**src/common/cbt_pkg.sv**
```systemverilog
// Purpose: Shared constants for the calendar clock with backup and tamper
// Assumes: 40 MHz ref_clk, byte addressed word aligned register map
// Notes:   Cycle counts derive from the clock rate below
package cbt_pkg;
  localparam int CLK_HZ        = 40_000_000;
  localparam int CLK_PERIOD_NS = 25;
  localparam int SUBSEC_STEPS  = 256;
  localparam int SUBSEC_CYC    = CLK_HZ / SUBSEC_STEPS;
  localparam int CAL_OUT_HZ    = 512;
  localparam int CAL_HALF_CYC  = CLK_HZ / (2 * CAL_OUT_HZ);
  localparam int WUT_STEP_NS   = 120_000;
  localparam int WUT_STEP_CYC  = WUT_STEP_NS / CLK_PERIOD_NS;
  localparam int WAKE_MAX_NS   = 8_000;
  localparam int WAKE_MAX_CYC  = WAKE_MAX_NS / CLK_PERIOD_NS;
  localparam int NUM_BKP       = 20;
  localparam int NUM_TAMP      = 3;
  localparam int TAMP_FILT     = 4;
  localparam logic [5:0] REF50_LAST = 6'h31;
  localparam logic [5:0] REF60_LAST = 6'h3B;
  localparam logic [7:0] SUBSEC_TOP = 8'hFF;

  // Register byte offsets
  localparam logic [7:0] OFS_TIME   = 8'h00;
  localparam logic [7:0] OFS_DATE   = 8'h04;
  localparam logic [7:0] OFS_CTRL   = 8'h08;
  localparam logic [7:0] OFS_SUBSEC = 8'h0C;
  localparam logic [7:0] OFS_SHIFT  = 8'h10;
  localparam logic [7:0] OFS_CAL    = 8'h14;
  localparam logic [7:0] OFS_WUT    = 8'h18;
  localparam logic [7:0] OFS_ALM0   = 8'h1C;
  localparam logic [7:0] OFS_ALM1   = 8'h20;
  localparam logic [7:0] OFS_TSTIME = 8'h24;
  localparam logic [7:0] OFS_TSDATE = 8'h28;
  localparam logic [7:0] OFS_STATUS = 8'h2C;
  localparam logic [7:0] OFS_MASK   = 8'h30;
  localparam logic [7:0] OFS_BKP    = 8'h40;

  // Field masks and reset values
  localparam logic [31:0] TIME_MASK = 32'h007F_7F7F;
  localparam logic [31:0] DATE_MASK = 32'h00FF_FF3F;
  localparam logic [31:0] TIME_RST  = 32'h0000_0000;
  localparam logic [31:0] DATE_RST  = 32'h0000_2101;
  localparam logic [31:0] ALM_RST   = 32'h0000_0000;
  localparam logic [15:0] CTRL_RST  = 16'h0000;

  // Control bits
  localparam int C_FMT12 = 0;
  localparam int C_REFEN = 1;
  localparam int C_REF60 = 2;
  localparam int C_CALEN = 3;
  localparam int C_WUTEN = 4;
  localparam int C_WUT1S = 5;
  localparam int C_ALM0  = 6;
  localparam int C_TSEN  = 8;
  localparam int C_FILT  = 9;
  localparam int C_TAMP  = 12;

  // Status bits
  localparam int NUM_FLAGS = 7;
  localparam int ST_ALM0   = 0;
  localparam int ST_WUT    = 2;
  localparam int ST_TS     = 3;
  localparam int ST_TAMP   = 4;
endpackage : cbt_pkg

```
**src/logic/cbt_top.sv**
```systemverilog
// Purpose: Calendar clock with alarms, wakeup timer, stamp and tamper
// Assumes: One clock kept alive in low-power modes, Avalon-MM slave
// Notes:   One wait state on every bus access
//
// Added by the designer: the Avalon-MM slave port and the register offsets.
`timescale 1ns/1ps
`default_nettype none

// Functional notes
// - Binary sub-second and BCD second to year counters, hour in 12 or 24 hour format
// - Date rolls over after 28, 29, 30 or 31 days by itself
// - Two alarms each flag an event when the calendar matches
// - Periodic wakeup timer from 120 us up to 36 hours
// - Alarm and wakeup events can wake from Stop and Standby
// - A 512 Hz output lets the clock rate be measured
// - Signed digital trim offsets crystal drift each second
// - Seconds may follow a 50 or 60 Hz mains reference input
// - Software shifts the running calendar by sub-second steps
// - Stamp pin edge captures time and date and flags it
// - Twenty 32-bit backup words hold user data
// - A tamper event clears every backup word
// - Three tamper pins; a change clears backups and flags
// - Each tamper pin has an optional glitch filter
// - Calendar keeps counting while core clocks are stopped
// - Alarm, tamper, stamp and timer drive wake lines within 8 us
// - Events leave on dedicated lines apart from pin lines
module cbt_top #(
  parameter int SUBSEC_CYC   = cbt_pkg::SUBSEC_CYC,
  parameter int CAL_HALF_CYC = cbt_pkg::CAL_HALF_CYC,
  parameter int WUT_STEP_CYC = cbt_pkg::WUT_STEP_CYC
) (
  // Clock and reset
  input  wire logic        ref_clk,
  input  wire logic        arst_n,
  // Register bus
  input  wire logic [7:0]  avs_address,
  input  wire logic        avs_read,
  input  wire logic        avs_write,
  input  wire logic [31:0] avs_writedata,
  input  wire logic [3:0]  avs_byteenable,
  output logic      [31:0] avs_readdata,
  output logic             avs_waitrequest,
  // Pins
  input  wire logic [2:0]  tamp_pin,
  input  wire logic        stamp_pin,
  input  wire logic        mains_ref,
  output logic             cal_out,
  // Interrupt and event-controller lines
  output logic             irq,
  output logic             wake_alarm,
  output logic             wake_tamper,
  output logic             wake_stamp,
  output logic             wake_timer
);

  logic [31:0] time_ff, date_ff, tst_ff, tsd_ff, rdata_ff;
  logic [31:0] nxt_time, nxt_date, nxt_tst, nxt_tsd, nxt_rdata;
  logic [31:0] alm_ff [2];
  logic [31:0] nxt_alm [2];
  logic [31:0] bkp_ff [cbt_pkg::NUM_BKP];
  logic [31:0] nxt_bkp [cbt_pkg::NUM_BKP];
  logic [15:0] ctrl_ff, nxt_ctrl, calo_ff, nxt_calo;
  logic [17:0] presc_ff, nxt_presc;
  logic [16:0] wut_rld_ff, nxt_wut_rld, wut_cnt_ff, nxt_wut_cnt;
  logic [12:0] wdiv_ff, nxt_wdiv;
  logic [8:0]  cal_ff, nxt_cal;
  logic [7:0]  subsec_ff, nxt_subsec;
  logic [6:0]  sts_ff, nxt_sts, msk_ff, nxt_msk, evt_ff, ev_now;
  logic [5:0]  refcnt_ff, nxt_refcnt;
  logic        ack_ff, ref_prev_ff, ts_prev_ff, cal_out_ff, chk_ff;
  logic        nxt_cal_out;
  logic        req, wr, sec_tick, wut_tick, ref_edge;
  logic [1:0]  alm_hit;
  logic [2:0]  tamp_ev;
  logic [4:0]  bkp_idx;
  logic        bkp_sel;

  function automatic logic [7:0] bcd_inc(input logic [7:0] v);
    bcd_inc = (v[3:0] == 4'h9) ? {v[7:4] + 4'h1, 4'h0} : v + 8'h01;
  endfunction : bcd_inc

  function automatic logic [7:0] last_day(input logic [7:0] mo,
                                          input logic [7:0] yr);
    logic leap;
    leap = (!yr[4] && (yr[3:0] == 4'h0 || yr[3:0] == 4'h4 ||
                       yr[3:0] == 4'h8)) ||
           (yr[4] && (yr[3:0] == 4'h2 || yr[3:0] == 4'h6));
    unique case (mo)
      8'h02:                      last_day = leap ? 8'h29 : 8'h28;
      8'h04, 8'h06, 8'h09, 8'h11: last_day = 8'h30;
      default:                    last_day = 8'h31;
    endcase
  endfunction : last_day

  function automatic logic [31:0] merge(input logic [31:0] old,
                                        input logic [31:0] dat,
                                        input logic [3:0]  be);
    for (int b = 0; b < 4; b++) begin
      merge[8*b +: 8] = be[b] ? dat[8*b +: 8] : old[8*b +: 8];
    end
  endfunction : merge

  // Bus slave: one wait state, write lands at the edge waitrequest is low
  assign req             = avs_read | avs_write;
  assign wr              = avs_write & ack_ff;
  assign avs_waitrequest = req & ~ack_ff;
  assign avs_readdata    = rdata_ff;
  assign bkp_sel = (avs_address >= cbt_pkg::OFS_BKP) &&
                   (avs_address < cbt_pkg::OFS_BKP + 8'(4 * cbt_pkg::NUM_BKP));
  assign bkp_idx = 5'((avs_address - cbt_pkg::OFS_BKP) >> 2);

  // Mains edges and timebase ticks
  assign ref_edge = mains_ref & ~ref_prev_ff;
  assign wut_tick = ctrl_ff[cbt_pkg::C_WUT1S] ? sec_tick : (wdiv_ff == '0);

  // Alarm comparators; a set mask bit ignores that field
  for (genvar a = 0; a < 2; a++) begin : g_alm
    logic [31:0] av;
    assign av = alm_ff[a];
    assign alm_hit[a] = chk_ff && ctrl_ff[cbt_pkg::C_ALM0 + a] &&
      (av[7]  || av[6:0]   == time_ff[6:0])   &&
      (av[15] || av[14:8]  == time_ff[14:8])  &&
      (av[23] || av[22:16] == time_ff[22:16]) &&
      (av[31] || av[29:24] == date_ff[5:0]);
  end

  // Tamper pins with optional all-equal sample filter
  for (genvar t = 0; t < cbt_pkg::NUM_TAMP; t++) begin : g_tamp
    logic [cbt_pkg::TAMP_FILT-1:0] smp_ff, nxt_smp;
    logic lvl_ff, nxt_lvl, arm_ff;
    always_comb begin
      nxt_smp = {smp_ff[cbt_pkg::TAMP_FILT-2:0], tamp_pin[t]};
      nxt_lvl = lvl_ff;
      if (!ctrl_ff[cbt_pkg::C_FILT + t]) begin
        nxt_lvl = tamp_pin[t];
      end else if (&nxt_smp) begin
        nxt_lvl = 1'b1;
      end else if (~|nxt_smp) begin
        nxt_lvl = 1'b0;
      end
    end
    always_ff @(posedge ref_clk or negedge arst_n) begin
      if (!arst_n) begin
        smp_ff <= '0;
        lvl_ff <= 1'b0;
        arm_ff <= 1'b0;
      end else begin
        smp_ff <= nxt_smp;
        lvl_ff <= nxt_lvl;
        arm_ff <= 1'b1;
      end
    end
    assign tamp_ev[t] = arm_ff && ctrl_ff[cbt_pkg::C_TAMP + t] &&
                        (nxt_lvl != lvl_ff);
  end

  always_comb begin
    logic [7:0] s, m, h, d, mo, y;
    logic [2:0] wd;
    logic pm, day_c, shift_wr;
    logic [8:0] sub_sum;
    s = {1'b0, time_ff[6:0]};
    m = {1'b0, time_ff[14:8]};
    h = {2'b00, time_ff[21:16]};
    pm = time_ff[22];
    d = {2'b00, date_ff[5:0]};
    mo = {3'b000, date_ff[12:8]};
    wd = date_ff[15:13];
    y = date_ff[23:16];
    day_c = 1'b0;
    sub_sum = '0;
    shift_wr = wr && avs_address == cbt_pkg::OFS_SHIFT;
    nxt_ctrl = ctrl_ff; nxt_cal = cal_ff; nxt_wut_rld = wut_rld_ff;
    nxt_alm = alm_ff; nxt_msk = msk_ff; nxt_bkp = bkp_ff;
    nxt_tst = tst_ff; nxt_tsd = tsd_ff;
    nxt_subsec = subsec_ff; nxt_refcnt = refcnt_ff;
    sec_tick = 1'b0;
    // Free running timebase, never gated by core sleep state
    nxt_presc = presc_ff - 18'd1;
    if (presc_ff == '0) begin
      nxt_presc = 18'(SUBSEC_CYC - 1);
      if (subsec_ff == 8'h01) begin
        nxt_presc = 18'(SUBSEC_CYC - 1) + {{9{cal_ff[8]}}, cal_ff};
      end
      nxt_subsec = subsec_ff - 8'h01;
      if (subsec_ff == '0) begin
        nxt_subsec = cbt_pkg::SUBSEC_TOP;
        sec_tick = !ctrl_ff[cbt_pkg::C_REFEN];
      end
    end
    if (ctrl_ff[cbt_pkg::C_REFEN] && ref_edge) begin
      nxt_refcnt = refcnt_ff + 6'd1;
      if (refcnt_ff == (ctrl_ff[cbt_pkg::C_REF60] ? cbt_pkg::REF60_LAST
                                                 : cbt_pkg::REF50_LAST)) begin
        nxt_refcnt = '0;
        sec_tick = 1'b1;
        nxt_subsec = cbt_pkg::SUBSEC_TOP;
        nxt_presc = 18'(SUBSEC_CYC - 1);
      end
    end
    if (shift_wr) begin
      sub_sum = {1'b0, nxt_subsec} + {1'b0, avs_writedata[7:0]};
      nxt_subsec = sub_sum[8] ? cbt_pkg::SUBSEC_TOP : sub_sum[7:0];
      if (avs_writedata[31]) begin
        sec_tick = 1'b1;
      end
    end
    if (sec_tick) begin
      if (s != 8'h59) begin
        s = bcd_inc(s);
      end else begin
        s = 8'h00;
        if (m != 8'h59) begin
          m = bcd_inc(m);
        end else begin
          m = 8'h00;
          if (ctrl_ff[cbt_pkg::C_FMT12]) begin
            if (h == 8'h11) begin
              h = 8'h12;
              day_c = pm;
              pm = ~pm;
            end else begin
              h = (h == 8'h12) ? 8'h01 : bcd_inc(h);
            end
          end else if (h == 8'h23) begin
            h = 8'h00;
            day_c = 1'b1;
          end else begin
            h = bcd_inc(h);
          end
        end
      end
    end
    if (day_c) begin
      wd = (wd == 3'd7) ? 3'd1 : wd + 3'd1;
      if (d != last_day(mo, y)) begin
        d = bcd_inc(d);
      end else begin
        d = 8'h01;
        if (mo == 8'h12) begin
          mo = 8'h01;
          y = (y == 8'h99) ? 8'h00 : bcd_inc(y);
        end else begin
          mo = bcd_inc(mo);
        end
      end
    end
    nxt_time = {9'h000, pm, h[5:0], 1'b0, m[6:0], 1'b0, s[6:0]};
    nxt_date = {8'h00, y, wd, mo[4:0], 2'b00, d[5:0]};
    // Wakeup timer; a 17-bit reload at 1 s reaches 36 hours
    nxt_wdiv = (wdiv_ff == '0) ? 13'(WUT_STEP_CYC - 1) : wdiv_ff - 13'd1;
    nxt_wut_cnt = wut_cnt_ff;
    ev_now = '0;
    if (!ctrl_ff[cbt_pkg::C_WUTEN]) begin
      nxt_wut_cnt = wut_rld_ff;
    end else if (wut_tick) begin
      nxt_wut_cnt = wut_cnt_ff - 17'd1;
      if (wut_cnt_ff == '0) begin
        nxt_wut_cnt = wut_rld_ff;
        ev_now[cbt_pkg::ST_WUT] = 1'b1;
      end
    end
    ev_now[1:0] = alm_hit;
    ev_now[6:4] = tamp_ev;
    if (ctrl_ff[cbt_pkg::C_TSEN] && stamp_pin && !ts_prev_ff) begin
      ev_now[cbt_pkg::ST_TS] = 1'b1;
      nxt_tst = time_ff;
      nxt_tsd = date_ff;
    end
    nxt_sts = sts_ff;
    if (wr) begin
      unique case (avs_address)
        cbt_pkg::OFS_TIME: nxt_time = merge(nxt_time, avs_writedata,
                             avs_byteenable) & cbt_pkg::TIME_MASK;
        cbt_pkg::OFS_DATE: nxt_date = merge(nxt_date, avs_writedata,
                             avs_byteenable) & cbt_pkg::DATE_MASK;
        cbt_pkg::OFS_CTRL: nxt_ctrl = 16'(merge({16'h0, ctrl_ff},
                             avs_writedata, avs_byteenable));
        cbt_pkg::OFS_CAL: nxt_cal = avs_writedata[8:0];
        cbt_pkg::OFS_WUT: nxt_wut_rld = avs_writedata[16:0];
        cbt_pkg::OFS_ALM0: nxt_alm[0] = merge(alm_ff[0], avs_writedata,
                             avs_byteenable);
        cbt_pkg::OFS_ALM1: nxt_alm[1] = merge(alm_ff[1], avs_writedata,
                             avs_byteenable);
        cbt_pkg::OFS_STATUS: nxt_sts = sts_ff & ~avs_writedata[6:0];
        cbt_pkg::OFS_MASK: nxt_msk = avs_writedata[6:0];
        default: begin
          if (bkp_sel) begin
            nxt_bkp[bkp_idx] = merge(bkp_ff[bkp_idx], avs_writedata,
                                     avs_byteenable);
          end
        end
      endcase
    end
    nxt_sts = nxt_sts | ev_now;
    if (|tamp_ev) begin
      for (int i = 0; i < cbt_pkg::NUM_BKP; i++) begin
        nxt_bkp[i] = '0;
      end
    end
    // Read data registered in the wait cycle
    nxt_rdata = '0;
    if (req && !ack_ff && avs_read) begin
      unique case (avs_address)
        cbt_pkg::OFS_TIME:   nxt_rdata = time_ff;
        cbt_pkg::OFS_DATE:   nxt_rdata = date_ff;
        cbt_pkg::OFS_CTRL:   nxt_rdata = {16'h0, ctrl_ff};
        cbt_pkg::OFS_SUBSEC: nxt_rdata = {24'h0, subsec_ff};
        cbt_pkg::OFS_CAL:    nxt_rdata = {23'h0, cal_ff};
        cbt_pkg::OFS_WUT:    nxt_rdata = {15'h0, wut_rld_ff};
        cbt_pkg::OFS_ALM0:   nxt_rdata = alm_ff[0];
        cbt_pkg::OFS_ALM1:   nxt_rdata = alm_ff[1];
        cbt_pkg::OFS_TSTIME: nxt_rdata = tst_ff;
        cbt_pkg::OFS_TSDATE: nxt_rdata = tsd_ff;
        cbt_pkg::OFS_STATUS: nxt_rdata = {25'h0, sts_ff};
        cbt_pkg::OFS_MASK:   nxt_rdata = {25'h0, msk_ff};
        default:             nxt_rdata = bkp_sel ? bkp_ff[bkp_idx] : '0;
      endcase
    end
    // 512 Hz measurement output
    nxt_calo = (calo_ff == '0) ? 16'(CAL_HALF_CYC - 1) : calo_ff - 16'd1;
    nxt_cal_out = !ctrl_ff[cbt_pkg::C_CALEN] ? 1'b0 :
                  (calo_ff == '0) ? ~cal_out_ff : cal_out_ff;
  end

  always_ff @(posedge ref_clk or negedge arst_n) begin
    if (!arst_n) begin
      time_ff <= cbt_pkg::TIME_RST;
      date_ff <= cbt_pkg::DATE_RST;
      ctrl_ff <= cbt_pkg::CTRL_RST;
      alm_ff <= '{cbt_pkg::ALM_RST, cbt_pkg::ALM_RST};
      bkp_ff <= '{default: 32'h0000_0000};
      tst_ff <= '0; tsd_ff <= '0; rdata_ff <= '0;
      cal_ff <= '0; wut_rld_ff <= '0; wut_cnt_ff <= '0;
      presc_ff <= '0; wdiv_ff <= '0; calo_ff <= '0;
      subsec_ff <= cbt_pkg::SUBSEC_TOP; refcnt_ff <= '0;
      sts_ff <= '0; msk_ff <= '0; evt_ff <= '0;
      ack_ff <= 1'b0; ref_prev_ff <= 1'b0; ts_prev_ff <= 1'b0;
      cal_out_ff <= 1'b0; chk_ff <= 1'b0;
    end else begin
      time_ff <= nxt_time; date_ff <= nxt_date; ctrl_ff <= nxt_ctrl;
      alm_ff <= nxt_alm; bkp_ff <= nxt_bkp;
      tst_ff <= nxt_tst; tsd_ff <= nxt_tsd; rdata_ff <= nxt_rdata;
      cal_ff <= nxt_cal; wut_rld_ff <= nxt_wut_rld;
      wut_cnt_ff <= nxt_wut_cnt; presc_ff <= nxt_presc;
      wdiv_ff <= nxt_wdiv; calo_ff <= nxt_calo;
      subsec_ff <= nxt_subsec; refcnt_ff <= nxt_refcnt;
      sts_ff <= nxt_sts; msk_ff <= nxt_msk; evt_ff <= ev_now;
      ack_ff <= req & ~ack_ff;
      ref_prev_ff <= mains_ref; ts_prev_ff <= stamp_pin;
      cal_out_ff <= nxt_cal_out; chk_ff <= sec_tick;
    end
  end

  // Dedicated event-controller lines, one cycle after the event
  assign wake_alarm  = evt_ff[0] | evt_ff[1];
  assign wake_timer  = evt_ff[cbt_pkg::ST_WUT];
  assign wake_stamp  = evt_ff[cbt_pkg::ST_TS];
  assign wake_tamper = |evt_ff[6:4];
  assign irq         = |(sts_ff & msk_ff);
  assign cal_out     = cal_out_ff;
endmodule : cbt_top

`default_nettype wire

```
**config.mk**
```make
export PLATFORM = sky130hd
export DESIGN_NAME = cbt_top
export DESIGN_NICKNAME = d
export VERILOG_FILES = /design/src/common/cbt_pkg.sv /design/src/logic/cbt_top.sv
export SDC_FILE = /design/constraint.sdc
export NUM_CORES = 2
export LEC_CHECK = 0
export BUFFER_PORTS_ARGS = -buffer_cell sky130_fd_sc_hd__buf_2
export CORE_MARGIN = 2
export CORE_UTILIZATION = 30
export CTS_BUF_LIST = sky130_fd_sc_hd__clkbuf_4 sky130_fd_sc_hd__clkbuf_8
export CTS_CLUSTER_SIZE = 16
export DETAILED_ROUTE_END_ITERATION = 8
export PLACE_DENSITY = 0.47
export SETUP_SLACK_MARGIN = 0.02
export SLEW_MARGIN = 40
export SYNTH_ARGS = -nofsm -noshare
export SYNTH_HDL_FRONTEND = slang
export SYNTH_SLANG_ARGS = --single-unit
```
**constraint.sdc**
```tcl
create_clock -name ref_clk -period 7.9 [get_ports ref_clk]
set_input_delay 1.975 -clock ref_clk [delete_from_list [all_inputs] [get_ports ref_clk]]
set_output_delay 1.975 -clock ref_clk [all_outputs]
set_load 0.005 [all_outputs]
```
==> run summary <==
Status -> finished, final reports clean
Placer Congestion -> 0.860
Final setup viols -> 0
Syn. warnings -> 0
Crit-path max FO -> 55
Pwr Total -> 11.4 mW
FFs w/ async S/R, synth -> 1.00
Yosys top cell by area -> dfrtp_1
Worst path arrival time -> 5770 ps
Die X -> 402 um
Hold EP -> g_tamp[2].smp_ff[2]
CTS clk-pin slew, worst paths -> 60 ps
Pin count of the biggest net entering global routing -> 131
Top delay family on crit path -> multiplexers
CP Capture Type -> register
IO Pins -> 92
Post-synth EDFFs -> 0
Syn Area/Cell -> 10.0 um2
FF+latch count, synth -> 981
Nets -> 4798
Starting density of the core -> 0.301
Hold Path Stages -> 0
Leak -> 23.3 nW
Post-CTS Setup Bufs -> 0
Worst Tran Pin Value -> 905 ps
Final Util -> 0.344
# hold bufs at CTS -> 0
Routed wire length -> 167 mm
Final Hold Fails -> 0
Area delta synth->final -> 14.2%
RSZ-0062 raised after global routing -> false
R2r setup slk -> 3540 ps
Worst Path Buf+Inv -> 2
Cts repair resizes -> 0
CP Launch Type -> primary input
Share of cells above drive strength 1 -> 0.175
Synth unique cells -> 85
Critical Path RT -> 8640 ps
Post-Synthesis Cells -> 4737
Post-Route Setup TNS -> 0 ps
Sink Count -> 981
Critical path class -> primary input to register
Worst skew pair latency -> 930 ps
Minimum clock period -> 5030 ps
Max_slew headroom -> 0.390
Vias in the first global route -> 36834
Synth area leaders -> dfrtp_1, mux4_2, nand2_1
Fmax -> 0.199 GHz
Crit-path max cell delay -> 640 ps
Count leader, synth -> dfrtp_1
Area fraction of the dominant cell type after synthesis -> 0.511
Area of the mapped netlist -> 47500 um2
Core area -> 158000 um2
Most frequent cells after synthesis -> dfrtp_1, nand2_1, o21ai_0
PwrDens -> 210 nW/um2
Initial drt markers -> 3411
Hold Crit Class -> register to register
Hold path startpoint -> g_tamp[2].smp_ff[1]
Max cap viols -> 0
Initial antenna violation count -> 14
H-tree depth -> 4
Residual DRC count -> 0
Port Buffers -> 91
Seq/Total Area, Yosys -> 0.517
Post-synth top flop -> dfrtp_1
FP Rows -> 146
RR Startpoint -> presc_ff[10]
Max Slew Vio Count -> 0
Worst setup slack after layout -> 2870 ps
Post-DP HPWL -> 107 mm
Die H -> 402 um
Worst path slowest cell -> mux4_2
DP Worst Slack -> 1910 ps
Worst R2R End -> subsec_ff[6]
Post-DR wirelength/cell -> 24.1 um
Num CTS Buffers -> 176
Die area -> 162000 um2
Final Cycle Share -> 0.637
Vias -> 37407
TritonCTS clock tree -> yes
Worst path most repeated cell -> mux4_2
Vias/cell -> 5.39
Detail Route Antenna Nets -> 0
Clock skew -> 69.0 ps
First-pass DRT Iterations -> 6
Clock Path Buffers -> 3
Post-synthesis net count -> 4827
Max VDD drop -> 0.000182 V
Aggregate global routing overflow -> 0
Critical Path, Cell by Cell -> buf_8, buf_4, mux4_2, mux4_2, a22oi_1, mux2i_1, nand2_1, o21ai_0
CTS root buf -> clkbuf_8
Tot GR Track Use -> 0.206
First-pass GRT wire length -> 252 mm
Worst r2r path cells -> 14
-- worst max-delay path by stage --
stage / start / to / cells past startpoint
2_1_floorplan: mains_ref / subsec_ff[1] / 12
4_1_cts: avs_address[2] / bkp_ff[28] / 8
5_1_grt: avs_address[2] / bkp_ff[28] / 8
3_3_place_gp: avs_address[2] / avs_readdata[16] / 9
3_5_place_dp: avs_address[2] / bkp_ff[28] / 8
6_report: avs_address[2] / bkp_ff[28] / 8
-- state kept, by name (all words and copies together) (netlist names), 3 cells and up --
signal and cells:
msk_ff 7, calo_ff 16, cal_ff 9, evt_ff 7
g_alm.av 64, bkp_ff 640, time_ff 21, avs_readdata 32
sts_ff 7, wdiv_ff 13, g_tamp.lvl_ff 3, refcnt_ff 6
wut_rld_ff 17, g_tamp.smp_ff 9, tst_ff 21, date_ff 22
presc_ff 18, tsd_ff 22, subsec_ff 8, wut_cnt_ff 17
ctrl_ff 16
-- routing by layer --
| metal | up-vias | global-route usage | share of wire |
|---|---|---|---|
| met1 | 19131 | 0.298 | 0.46 |
| met3 | 237 | 0.0430 | 0.070 |
| met4 | 6 | 0.0530 | 0.022 |
| met2 | 1192 | 0.312 | 0.45 |
| met5 | - | 0 | 0.00021 |
| li1 | 16841 | - | - |
-- where the power goes --
part           internal, mW  switching, mW
combinational         0.266          0.524
sequential             5.18          0.114
clock                  3.00           2.33
-- layout by cell type, fill, tap and decap left out, types with 29 or more instances in the layout --
cell type / n
dfrtp_1: 970
nand2_1: 914
o21ai_0: 413
a21oi_1: 375
nand3_1: 318
clkbuf_8: 231
mux4_2: 176
nor2_1: 155
buf_2: 86
buf_4: 86
o2bb2ai_1: 78
inv_1: 71
a22oi_1: 70
clkbuf_4: 65
xnor2_1: 60
xor2_1: 59
mux2_2: 58
mux2i_1: 57
nor3_1: 40
ha_1: 36
o22ai_1: 34
and3_1: 31
or3_1: 29
-- cells by family (layout without fill, tap and decap cells) --
logic type,Yosys count,count (layout),synth area share
AO/OA/AOI/OAI,1166,1166,0.147
AND/OR/NAND/NOR,1670,1670,0.155
flip-flops,981,981,0.517
other,1,13,0.0000789
multiplexers,293,293,0.110
buffers and inverters,470,586,0.0391
adder cells (fa/ha/maj),37,37,0.00990
XOR/XNOR,119,119,0.0219
-- through the flow --
stage | instance area, um2 | hold slack, ps | cells
2_1_floorplan | 47500 | 367 | 4737
3_3_place_gp | 50000 | 377 | 6594
3_5_place_dp | 50200 | 379 | 6601
4_1_cts | 54200 | 392 | 6924
5_1_grt | 54200 | 402 | 6930
6_report | 54300 | 392 | 6937
-- cell type report --
type                    count  area, um2
inverters                  72        270
repair buffers            191       1460
well taps                2072       2590
flip-flops and latches    981      24600
multi-input cells        3286      21400
clock buffers             295       3650
clock inverters            28        299
fillers                 16005     104000
diodes                     12       30.0
Power figures use the tool's default switching activity.
